[src/rtl/charger_map.svh]
`ifndef CHARGER_MAP_SVH
`define CHARGER_MAP_SVH

// Command codes and slave address
`define SLAVE_ADDR          7'h12
`define CMD_SPEC_WORD       8'h11
`define CMD_MODE_WORD       8'h12

// Specification word layout
`define SPEC_VERSION_LSB    0
`define SPEC_VERSION_MSB    3
`define SPEC_VERSION_VAL    4'h1
`define SPEC_SELECTOR_BIT   4
`define SPEC_SELECTOR_VAL   1'b0

// Mode word field positions
`define MODE_INHIBIT_BIT    0
`define MODE_POLL_BIT       1
`define MODE_DEFAULTS_BIT   2
`define MODE_ZEROING_BIT    3
`define MODE_LINE_MASK_BIT  4
`define MODE_PACK_MASK_BIT  5
`define MODE_SRC_MASK_BIT   6
`define MODE_OVERTEMP_SHUTOFF_ENABLE_BIT   10

// Reset values
`define RST_INHIBIT         1'b0
`define RST_IRQ_MASK        1'b0
`define RST_OVERTEMP_SHUTOFF_ENABLE        1'b1
`define DEF_VOLTAGE_SET     16'hffff
`define DEF_CURRENT_SET     16'h00c0

`endif

[src/rtl/charger_pkg.sv]
package charger_pkg;

  // Data word carried by a command
  typedef logic [15:0] word_type;

  // Command code byte
  typedef logic [7:0]  cmd_type;

endpackage : charger_pkg

[src/rtl/setpoint_if.sv]
// Set-point storage link between the mode logic and the store
interface setpoint_if;
  import charger_pkg::*;
  logic     load_defaults;
  word_type voltage_setpoint;
  word_type current_setpoint;

  modport store (input load_defaults, output voltage_setpoint, output current_setpoint);
  modport user  (output load_defaults, input voltage_setpoint, input current_setpoint);
endinterface : setpoint_if

[src/rtl/setpoint_store.sv]
`include "charger_map.svh"

// Charge voltage and current set points
module setpoint_store
  import charger_pkg::*;
(
  input  wire logic  clock,
  input  wire logic  rst_n,
  setpoint_if.store  sp
);

  // Defaults at reset and on a defaults action
  always_ff @(posedge clock) begin
    if (!rst_n || sp.load_defaults) begin
      sp.voltage_setpoint <= `DEF_VOLTAGE_SET;
      sp.current_setpoint <= `DEF_CURRENT_SET;
    end
  end

endmodule : setpoint_store

[src/rtl/edge_watch.sv]
// Either-edge detector with mask, primed one cycle after reset
module edge_watch (
  input  wire logic level_in,
  input  wire logic clock,
  input  wire logic rst_n,
  input  wire logic mask,
  output logic      change_pulse,
  output logic      fall_pulse
);

  logic prev_reg;
  logic primed_reg;

  // Previous level and first-sample guard
  always_ff @(posedge clock) begin
    if (!rst_n) begin
      prev_reg   <= 1'b0;
      primed_reg <= 1'b0;
    end else begin
      prev_reg   <= level_in;
      primed_reg <= 1'b1;
    end
  end

  // Unmasked change and raw falling edge
  assign change_pulse = primed_reg && (level_in != prev_reg) && !mask;
  assign fall_pulse   = primed_reg && prev_reg && !level_in;

endmodule : edge_watch

[src/rtl/charger_spec_and_mode_regs.sv]
// Functional notes
// - Spec word read returns version 1 in bits 3..0.
// - Spec word bit 4 reads zero, no selector; bits 15..5 read zero.
// - Mode write bit 0 sets or clears the charge inhibit flip-flop.
// - Charge inhibit changes only through mode write bit 0.
// - Mode bit 2 loads default set points, clears overtemp and alarm latches.
// - Line power changes interrupt unless mode bit 4 masks them.
// - Pack present changes interrupt unless mode bit 5 masks them.
// - Source below pack changes interrupt unless mode bit 6 masks them.
// - With mode bit 10 set, overtemp latch turns charger off.
// - Overtemp latch clears on defaults action or pack absent.
// - After reset: inhibit clear, masks clear, overtemp shutoff enabled.
// - Spec word read uses command 0x11 at slave address 0x12.
// - Mode word write uses command 0x12, low byte first.
// - Pack removal sets overtemp shutoff enable back to one.
`include "charger_map.svh"

module charger_spec_and_mode_regs
  import charger_pkg::*;
(
  input  wire logic     clock,
  input  wire logic     rst_n,
  input  wire logic     cmd_valid,
  input  wire logic     cmd_write,
  input  wire cmd_type  cmd_code,
  input  wire word_type cmd_wdata,
  output logic          rsp_valid,
  output logic          rsp_ack,
  output word_type      rsp_rdata,
  input  wire logic     line_power_detect,
  input  wire logic     pack_present,
  input  wire logic     source_below_pack,
  input  wire logic     overtemp_detect,
  input  wire logic     alarm_inhibit_set,
  output logic          charge_inhibit,
  output logic          charge_stop,
  output logic          overtemp_latch,
  output logic          alarm_inhibit,
  output logic          overtemp_shutoff_enable,
  output logic          line_power_irq_mask,
  output logic          pack_irq_mask,
  output logic          source_irq_mask,
  output word_type      voltage_setpoint,
  output word_type      current_setpoint,
  output logic          irq_pulse
);

  logic     spec_read;
  logic     mode_write;
  logic     defaults_req;
  logic     line_change;
  logic     pack_change;
  logic     pack_removed;
  logic     src_change;
  word_type spec_word;

  setpoint_if sp ();

  // Command decode; the word arrives already assembled low byte first
  assign spec_read    = cmd_valid && !cmd_write && (cmd_code == `CMD_SPEC_WORD);
  assign mode_write   = cmd_valid && cmd_write && (cmd_code == `CMD_MODE_WORD);
  assign defaults_req = mode_write && cmd_wdata[`MODE_DEFAULTS_BIT];

  // Fixed specification word, reserved bits zero
  always_comb begin
    spec_word = 16'h0000;
    spec_word[`SPEC_VERSION_MSB:`SPEC_VERSION_LSB] = `SPEC_VERSION_VAL;
    spec_word[`SPEC_SELECTOR_BIT] = `SPEC_SELECTOR_VAL;
  end

  // Answer one cycle after each command; unknown or wrong-way codes get no ack
  always_ff @(posedge clock) begin
    if (!rst_n) begin
      rsp_valid <= 1'b0;
      rsp_ack   <= 1'b0;
      rsp_rdata <= 16'h0000;
    end else begin
      rsp_valid <= cmd_valid;
      rsp_ack   <= spec_read || mode_write;
      rsp_rdata <= spec_read ? spec_word : 16'h0000;
    end
  end

  // Charge inhibit, touched by nothing but mode bit 0
  always_ff @(posedge clock) begin
    if (!rst_n) begin
      charge_inhibit <= `RST_INHIBIT;
    end else if (mode_write) begin
      charge_inhibit <= cmd_wdata[`MODE_INHIBIT_BIT];
    end
  end

  // Interrupt masks; bits 1, 3, 7-9, 11-15 are never looked at
  always_ff @(posedge clock) begin
    if (!rst_n) begin
      line_power_irq_mask <= `RST_IRQ_MASK;
      pack_irq_mask       <= `RST_IRQ_MASK;
      source_irq_mask     <= `RST_IRQ_MASK;
    end else if (mode_write) begin
      line_power_irq_mask <= cmd_wdata[`MODE_LINE_MASK_BIT];
      pack_irq_mask       <= cmd_wdata[`MODE_PACK_MASK_BIT];
      source_irq_mask     <= cmd_wdata[`MODE_SRC_MASK_BIT];
    end
  end

  // Overtemp shutoff enable; a pack removal beats a write in the same cycle
  always_ff @(posedge clock) begin
    if (!rst_n) begin
      overtemp_shutoff_enable <= `RST_OVERTEMP_SHUTOFF_ENABLE;
    end else if (pack_removed) begin
      overtemp_shutoff_enable <= `RST_OVERTEMP_SHUTOFF_ENABLE;
    end else if (mode_write) begin
      overtemp_shutoff_enable <= cmd_wdata[`MODE_OVERTEMP_SHUTOFF_ENABLE_BIT];
    end
  end

  // Overtemp latch; a hot reading wins over any clear
  always_ff @(posedge clock) begin
    if (!rst_n) begin
      overtemp_latch <= 1'b0;
    end else if (overtemp_detect) begin
      overtemp_latch <= 1'b1;
    end else if (defaults_req || !pack_present) begin
      overtemp_latch <= 1'b0;
    end
  end

  // Alarm inhibit latch; the set event wins over a clear
  always_ff @(posedge clock) begin
    if (!rst_n) begin
      alarm_inhibit <= 1'b0;
    end else if (alarm_inhibit_set) begin
      alarm_inhibit <= 1'b1;
    end else if (defaults_req || !pack_present) begin
      alarm_inhibit <= 1'b0;
    end
  end

  // Charger off from inhibit or from a gated overtemp latch
  always_ff @(posedge clock) begin
    if (!rst_n) begin
      charge_stop <= 1'b0;
    end else begin
      charge_stop <= charge_inhibit || (overtemp_shutoff_enable && overtemp_latch);
    end
  end

  // Set-point store, reloaded by the defaults action
  assign sp.load_defaults = defaults_req;
  assign voltage_setpoint = sp.voltage_setpoint;
  assign current_setpoint = sp.current_setpoint;

  setpoint_store u_setpoints (
    .clock (clock),
    .rst_n (rst_n),
    .sp    (sp.store)
  );

  // Status edge watchers, one per maskable status
  edge_watch u_line_edge (
    .level_in     (line_power_detect),
    .clock        (clock),
    .rst_n        (rst_n),
    .mask         (line_power_irq_mask),
    .change_pulse (line_change),
    .fall_pulse   ()
  );

  edge_watch u_pack_edge (
    .level_in     (pack_present),
    .clock        (clock),
    .rst_n        (rst_n),
    .mask         (pack_irq_mask),
    .change_pulse (pack_change),
    .fall_pulse   (pack_removed)
  );

  edge_watch u_src_edge (
    .level_in     (source_below_pack),
    .clock        (clock),
    .rst_n        (rst_n),
    .mask         (source_irq_mask),
    .change_pulse (src_change),
    .fall_pulse   ()
  );

  // One-cycle interrupt pulse for any unmasked change
  always_ff @(posedge clock) begin
    if (!rst_n) begin
      irq_pulse <= 1'b0;
    end else begin
      irq_pulse <= line_change || pack_change || src_change;
    end
  end

  logic primed_chk_reg;

  // Marks cycles whose previous sample is valid
  always_ff @(posedge clock) begin
    if (!rst_n) begin
      primed_chk_reg <= 1'b0;
    end else begin
      primed_chk_reg <= 1'b1;
    end
  end
endmodule : charger_spec_and_mode_regs

[config.mk]
export PLATFORM = sky130hd
export DESIGN_NAME = charger_spec_and_mode_regs
export DESIGN_NICKNAME = d
export VERILOG_FILES = /design/src/rtl/charger_pkg.sv /design/src/rtl/setpoint_if.sv /design/src/rtl/setpoint_store.sv /design/src/rtl/edge_watch.sv /design/src/rtl/charger_spec_and_mode_regs.sv
export VERILOG_INCLUDE_DIRS = /design/src /design/src/rtl
export SDC_FILE = /design/constraint.sdc
export NUM_CORES = 1
export LEC_CHECK = 0
export BUFFER_PORTS_ARGS = -buffer_cell sky130_fd_sc_hd__buf_2
export CORE_MARGIN = 2
export CORE_UTILIZATION = 36
export DETAILED_ROUTE_END_ITERATION = 8
export PLACE_DENSITY = 0.79
export SYNTH_ARGS = -nofsm -noshare
export SYNTH_HDL_FRONTEND = slang
export SYNTH_SLANG_ARGS = --single-unit
export TNS_END_PERCENT = 1
[constraint.sdc]
create_clock -name clock -period 1.7 [get_ports clock]
set_input_delay 0.085 -clock clock [delete_from_list [all_inputs] [get_ports clock]]
set_output_delay 0.085 -clock clock [all_outputs]
set_load 0.02 [all_outputs]
---- Word level (Yosys, flattened, before mapping) ----
Cells that the tools add are included.
storage, ports and cells
  register bits ........................... 31
  input bits .............................. 33
  output and inout port bits .............. 59
  logic and storage cells ................. 54
cells by class
  eq/ne operators ......................... 5
  mux-type cells .......................... 5
  bitwise operators ....................... 1
  reduce and logical (&&, ||, !) cells .... 27
operators with widths
  operator                                                                count
  8-bit by 5-bit equality test with 1-bit output (second input constant)  2
  1-bit logical AND                                                       14
  1-bit logical NOT                                                       5
  1-bit logical OR                                                        5
  1-bit two-way mux                                                       5
  2-bit nonzero test                                                      2
  1-bit inequality test                                                   3
  2-bit OR reduction                                                      1
  1-bit inverter                                                          1

---- Logic depth before layout (Yosys ltp) ----
Gate-level depths: netlist of the first run.
  word-level depth ........................ 6
  gate-level depth with buffers ........... 3
  mapped depth without buffers ............ 3

---- Modules after synthesis ----
From an unflattened synthesis of the first run, not the netlist that was laid out.
second synthesis, totals
  cell total of the unflattened synthesis .. 119
  area total of the unflattened synthesis .. 1,099.8 um2
by module, submodules not included
  module                      instances  cells each  area an instance (um2)  seq. area each (um2)
  charger_spec_and_mode_regs  1          67          615.6                   240.2
  setpoint_store              1          34          247.7                   0.0
  edge_watch                  3          6           78.8                    40.0

---- Worst setup path before layout of the first run ----
OpenSTA, ideal clock, no wires.
  kind .................................... input port to flip-flop
  start point ............................. input port cmd_code[3]
  end point ............................... register charge_inhibit
  library setup time ...................... 72 ps
  arrival time ............................ 1,155 ps
  required time ........................... 1,628 ps
  slack ................................... 473 ps
  stages on the path ...................... 3
  buffers on the path ..................... 0
  cells stage by stage .................... or4b_4 nor3_4 mux2i_1
on the way
  cells in the longest elaborated chain, start to end .. 2
ends and longest elaborated chain
  what                                                      RTL line                          source
  start, declared                                           charger_spec_and_mode_regs.sv:25  input wire cmd_type cmd_code,
  8-bit by 5-bit equality test with 1-bit output (no line)  n/a
  1-bit logical AND                                         charger_spec_and_mode_regs.sv:61  assign mode_write = cmd_valid && cmd_write && (cmd_code == `CMD_MODE_WORD);
  end signal, assigned                                      charger_spec_and_mode_regs.sv:87  charge_inhibit <= `RST_INHIBIT;
  end signal, assigned                                      charger_spec_and_mode_regs.sv:89  charge_inhibit <= cmd_wdata[`MODE_INHIBIT_BIT];
  end, declared                                             charger_spec_and_mode_regs.sv:35  output logic charge_inhibit,
No other way between the ends.
A chain may end at the register's enable or synchronous reset.

---- Worst setup path in the final report of the first run ----
  start point ............................. input port cmd_code[3]
  end point ............................... register source_irq_mask
on the way
  cells in the longest elaborated chain, start to end .. 2
ends and longest elaborated chain
  what                                                      RTL line                           source
  8-bit by 5-bit equality test with 1-bit output (no line)  n/a
  1-bit logical AND                                         charger_spec_and_mode_regs.sv:61
  end signal, assigned                                      charger_spec_and_mode_regs.sv:98   source_irq_mask <= `RST_IRQ_MASK;
  end signal, assigned                                      charger_spec_and_mode_regs.sv:102  source_irq_mask <= cmd_wdata[`MODE_SRC_MASK_BIT];
  end, declared                                             charger_spec_and_mode_regs.sv:42   output logic source_irq_mask,
No other way between the ends.

==> results of run 1 <==
## per-layer routing
layer | global-route usage [%] | part of all wire [%] | vias up
met5 | 0 | 0 | -
met4 | 7.14 | 2.6 | 0
met3 | 2.09 | 10 | 4
met2 | 16.0 | 50 | 45
met1 | 10.3 | 37 | 289
li1 | - | - | 334
## final timing paths
path         cells past startpoint               to                    from
max                              5  source_irq_mask             cmd_code[3]
min                              2   overtemp_latch            cmd_wdata[2]
max reg2reg                      3        irq_pulse    u_pack_edge.prev_reg
min reg2reg                      1        irq_pulse  u_line_edge.primed_reg
## critical path: cells and delay by family
family	cells	cell delay, ps
buffers and inverters	2	290
multiplexers	1	180
AND/OR/NAND/NOR	2	710
## synthesized netlist by cell type
| library cell | instances | area share [%] |
|---|---|---|
| o21ai_0 | 1 | 0.51 |
| nand3b_1 | 1 | 0.77 |
| and2_1 | 4 | 2.6 |
| mux2i_1 | 5 | 5.1 |
| nor3_1 | 2 | 1.0 |
| conb_1 | 2 | 0.77 |
| and3b_1 | 1 | 0.90 |
| clkbuf_1 | 1 | 0.39 |
| o211a_1 | 1 | 1.0 |
| a311oi_1 | 1 | 0.90 |
| a21oi_1 | 3 | 1.5 |
| or3_1 | 1 | 0.64 |
| or3b_2 | 2 | 1.8 |
| dfxtp_1 | 16 | 33 |
| nand2_1 | 8 | 3.1 |
| a2bb2oi_1 | 1 | 0.90 |
| nand3_1 | 1 | 0.51 |
| inv_1 | 2 | 0.77 |
| o22ai_1 | 1 | 0.64 |
| xnor2_1 | 3 | 2.7 |
| or4b_4 | 1 | 1.4 |
| buf_4 | 47 | 36 |
| nor3_4 | 1 | 1.7 |
| nor2_1 | 3 | 1.2 |
## power by group through the flow
stage / Clock, mW / Combinational [mW] / Sequential (mW)
floorplan: 0 / 0.206 / 0.411
global placement: 0 / 0.176 / 0.401
detailed placement: 0 / 0.177 / 0.401
CTS: 0.199 / 0.177 / 0.393
global route: 0.213 / 0.192 / 0.394
finish: 0.186 / 0.178 / 0.392
## stage by stage
| stage | std cells | hold slack (ps) | setup slack, ps | instance area (µm²) |
|---|---|---|---|---|
| final | 175 | 16.5 | 639 | 1030 |
| after global routing | 175 | 10.1 | 602 | 1030 |
| after detailed placement | 172 | 307 | 342 | 1010 |
| after global placement | 172 | 300 | 368 | 1010 |
| after floorplan | 154 | 113 | 473 | 1140 |
| after CTS | 175 | 0.777 | 639 | 1030 |
## cells by family after synthesis
kind of cell | Yosys count | share of synthesized area [%]
AND/OR/NAND/NOR | 25 | 15.6
buffers and inverters | 50 | 37.4
flip-flops | 16 | 32.9
XOR/XNOR | 3 | 2.70
multiplexers | 5 | 5.14
AO/OA/AOI/OAI | 8 | 5.53
other | 2 | 0.771
## layout make-up
type                       instances  area (µm²)  share of cell area [%]
inverter                           2        7.51                   0.728
tap                               30        37.5                    3.64
clock buffer                       3        22.5                    2.18
sequential                        16         320                    31.1
multi-input combinational         88         458                    44.4
timing repair buffer              36         185                    18.0
==> impl_metrics.csv, run 1 <==
group,metric,value,unit
synthesis,syn_inst,109,
power,powerDensity,734,nW/µm²
drt,ant_nets,0,
power,p_sw,0.243,mW
timing,finalSetupViolations,0,
timing,finalHoldViolCount,0,
setup_path,cpPeakStageDelay,550,ps
global_route,grt_overflow,0,
drt,vias_per_cell,3.84,
die,std_cell_rows,18,
setup_path,path_class,"primary input to flop",
layout,layout_commonest_cell,"conb_1",
drt,drt_first_pass_iters,4,
setup_path,critical_path_arrival,1270,ps
clock_network,clock_latency,280,ps
die,initial_core_util,38.6,%
synthesis,synth-seq-cells,16,
timing,fin_crit_sh,62.4,%
setup_path,path_max_fanout,7,
die,fp.dieH,56,µm
power,p_leak,0.559,nW
power,ir_drop,0.000251,V
setup_path,r2r_slack,810,ps
layout,nets,180,
timing,max_freq,0.942,GHz
clock_network,cts_num_sinks,16,
placed_design,port_buffers,34,
global_route,grt_pass1_wl,2330,µm
layout,antennaDiodeCount,0,
setup_path,cp_slowest_cell,"or4b_4",
placed_design,place.gp.congestion,0.689,
synthesis,avgSynthCellArea,8.93,µm²
global_route,grt_max_degree,17,
synthesis,synth-warning-count,0,
clock_network,clockBufferDepth,2,
run_status,status,"finished, final reports clean",
layout,syn2layout_area_growth,5.91,%
die,fp.coreArea,2520,µm²
clock_network,hold_buffers,0,
clock_network,cts_tree,"done",
drt,avgRoutedWirePerCell,8.77,µm
power,pwr-share-comb,23.5,%
power,pwr-share-seq,51.9,%
job,cap_violations,0,
clock_network,clk_pin_slew,80,ps
power,p_total,0.757,mW
setup_path,path_cells,"buf_2 > or4b_4 > nor3_4 > buf_4 > mux2i_1",
layout,final_util,40.9,%
timing,layout_min_cycle_time,1060,ps
layout,layout_common_cells,"conb_1 (47), buf_2 (34), dfxtp_1 (16), nand2_1 (8), mux2i_1 (5)",
timing,slew_viol_final,0,
worst_hold_path,hp-class,"primary input to flop",
global_route,grt_pass1_vias,588,
die,die_x,56,µm
clock_network,root_buffer,"clkbuf_4",
drt,drtIter0Drc,3,
timing,rsz0062_at_grt,"false",
global_route,antenna_found_initial,0,
power,power.internal,0.513,mW
timing,fin_worst_skew,4.12,ps
layout,num-fill-cells,272,
clock_network,postCtsSetupBuffers,0,
die,pin_count,92,
power,power_frac_clock,24.6,%
timing,tns,0,ps
clock_network,cts-buffers-inserted,3,
clock_network,cts_resized,0,
drt,vias,672,
drt,drc_errors,0,
setup_path,required,1910,ps
power,swShare,32.2,%
synthesis,ys_types,24,
global_route,grt_use_total,9.52,%
synthesis,synth.cell_area,973,µm²
setup_path,cp-end-kind,"flop",
setup_path,startpoint_type,"primary input",
clock_network,h-tree-depth,1,
layout,layout-drive-gt1-share,29.7,%
synthesis,synth_seq_area_share,32.9,%
drt,wl,1540,µm
placed_design,dp_hpwl,1300,µm
die,die-area,3140,µm²
Power figures use the tool's default switching activity.
==> run 2, diff against run 1 <==
Clock period 1.7 ns to 1 ns, I/O delays scaled along.
==> impl_metrics.csv, run 2 (synthesis gave the netlist of run 1 again) <==
group,metric,value,unit
setup_path,r2r_start,"u_pack_edge.prev_reg",
layout,seq_area,320,µm²
clock_network,root_buffer,"clkbuf_4",
drt,vias,689,
global_route,grt_overflow,0,
setup_path,path_class,"primary input to flop",
drt,vias_per_cell,3.81,
layout,layout_commonest_cell,"conb_1",
layout,syn2layout_area_growth,14.9,%
run_status,status,"finished, final reports clean",
clock_network,postCtsSetupBuffers,0,
timing,max_freq,1.04,GHz
layout,nets,185,
clock_network,cts_num_sinks,16,
placed_design,place.gp.congestion,0.709,
layout,multi_input_area,465,µm²
setup_path,path_max_fanout,2,
die,die_x,56,µm
drt,drtIter0Drc,1,
global_route,antenna_found_initial,0,
layout,layout_common_cells,"conb_1 (47), buf_2 (33), dfxtp_1 (16), nand2_1 (8), mux2i_1 (5)",
clock_network,clock_latency,270,ps
clock_network,clk_pin_slew,90,ps
setup_path,cp-endpoint,"rsp_ack",
timing,finalSetupViolations,0,
power,ir_drop,0.000590,V
timing,fin_worst_skew,2.27,ps
placed_design,post_dp_cell_area,1030,µm²
worst_hold_path,hp-class,"primary input to flop",
drt,drt_first_pass_iters,4,
global_route,grt_pass1_vias,600,
die,pin_count,92,
placed_design,port_buffers,34,
drt,wl,1610,µm
global_route,grt_pass1_wl,2610,µm
power,powerDensity,1250,nW/µm²
global_route,grt_max_degree,10,
timing,finalHoldViolCount,0,
die,die-area,3140,µm²
layout,fin_cells,181,
placed_design,dp_hpwl,1350,µm
setup_path,critical_path_arrival,1170,ps
setup_path,startpoint_type,"primary input",
clock_network,cts_tree,"done",
timing,slew_viol_final,0,
global_route,grt_use_total,10.4,%
setup_path,r2r-end,"irq_pulse",
setup_path,required,1220,ps
timing,layout_min_cycle_time,958,ps
layout,layout-drive-gt1-share,30.5,%
drt,avgRoutedWirePerCell,8.90,µm
clock_network,cts-buffers-inserted,3,
timing,rsz0062_at_grt,"true",
setup_path,r2r_cells,3,
job,cap_violations,0,
die,fp.coreArea,2520,µm²
setup_path,cp-end-kind,"flop",
die,std_cell_rows,18,
layout,antennaDiodeCount,0,
clock_network,h-tree-depth,1,
placed_design,dp_cells,173,
layout,num-fill-cells,262,
die,initial_core_util,38.6,%
power,p_total,1.40,mW
drt,ant_nets,0,
power,p_leak,0.595,nW
timing,hold_ws,3.48,ps
clock_network,clockBufferDepth,2,
layout,design_area,1120,µm²
drt,drc_errors,0,
timing,fin_crit_sh,95.8,%
setup_path,r2r_slack,110,ps
worst_hold_path,hp-start,"line_power_detect",
setup_path,critPathLaunch,"cmd_code[3]",
die,fp.dieH,56,µm
run 2: final cells by class:
class                           instances  area share [%]
Timing Repair Buffer                   41            22.5
Clock buffer                            4            3.24
Inverter                                2           0.671
Sequential cell                        16            28.6
Tap cell                               30            3.36
Multi-Input combinational cell         88            41.6
run 2: power by group:
group          switching [mW]  total (mW)  internal [mW]
Combinational           0.231       0.322         0.0912
Clock                   0.192       0.413          0.221
Sequential            0.00970       0.668          0.659
Total                   0.432        1.40          0.971
run 2: timing repair:
| item | 4_1_cts | 5_1_grt |
|---|---|---|
| hold endpoints to repair | 4 | 0 |
| endpoints found under the setup margin | 0 | 4 |
| hold buffers | 4 | 0 |
| gates resized for setup | 0 | 2 |
run 2: metrics by stage:
stage | worst slack, ps | TNS [ps] | util [%]
finish | 41.8 | 0 | 44.3
global route | -4.17 | -4.17 | 44.3
CTS | 38.9 | 0 | 43.9
detailed placement | -253 | -2180 | 40.9
global placement | -241 | -2030 | 40.9
floorplan | -142 | -1210 | -
run 2: routing by layer:
metal / track usage, % / share of wire, % / up-vias
met5: 0 / 0 / -
met4: 5.10 / 0 / 0
met3: 2.09 / 12 / 0
met2: 19.0 / 52 / 44
met1: 11.4 / 36 / 301
li1: - / - / 344
run 2: worst min path at each step:
stage	end	slack, ps	cells past startpoint
3_3_place_gp	alarm_inhibit	260	3
6_report	u_line_edge.prev_reg	3	2
4_1_cts	u_line_edge.prev_reg	2	2
5_1_grt	u_line_edge.prev_reg	20	2
3_5_place_dp	rsp_valid	270	2
2_1_floorplan	u_line_edge.primed_reg	80	0
run 2: worst max-delay path, cell delays in order:
cell and delay (ps):
buf_6 90, or4b_4 540, or3_4 380, a21oi_1 110
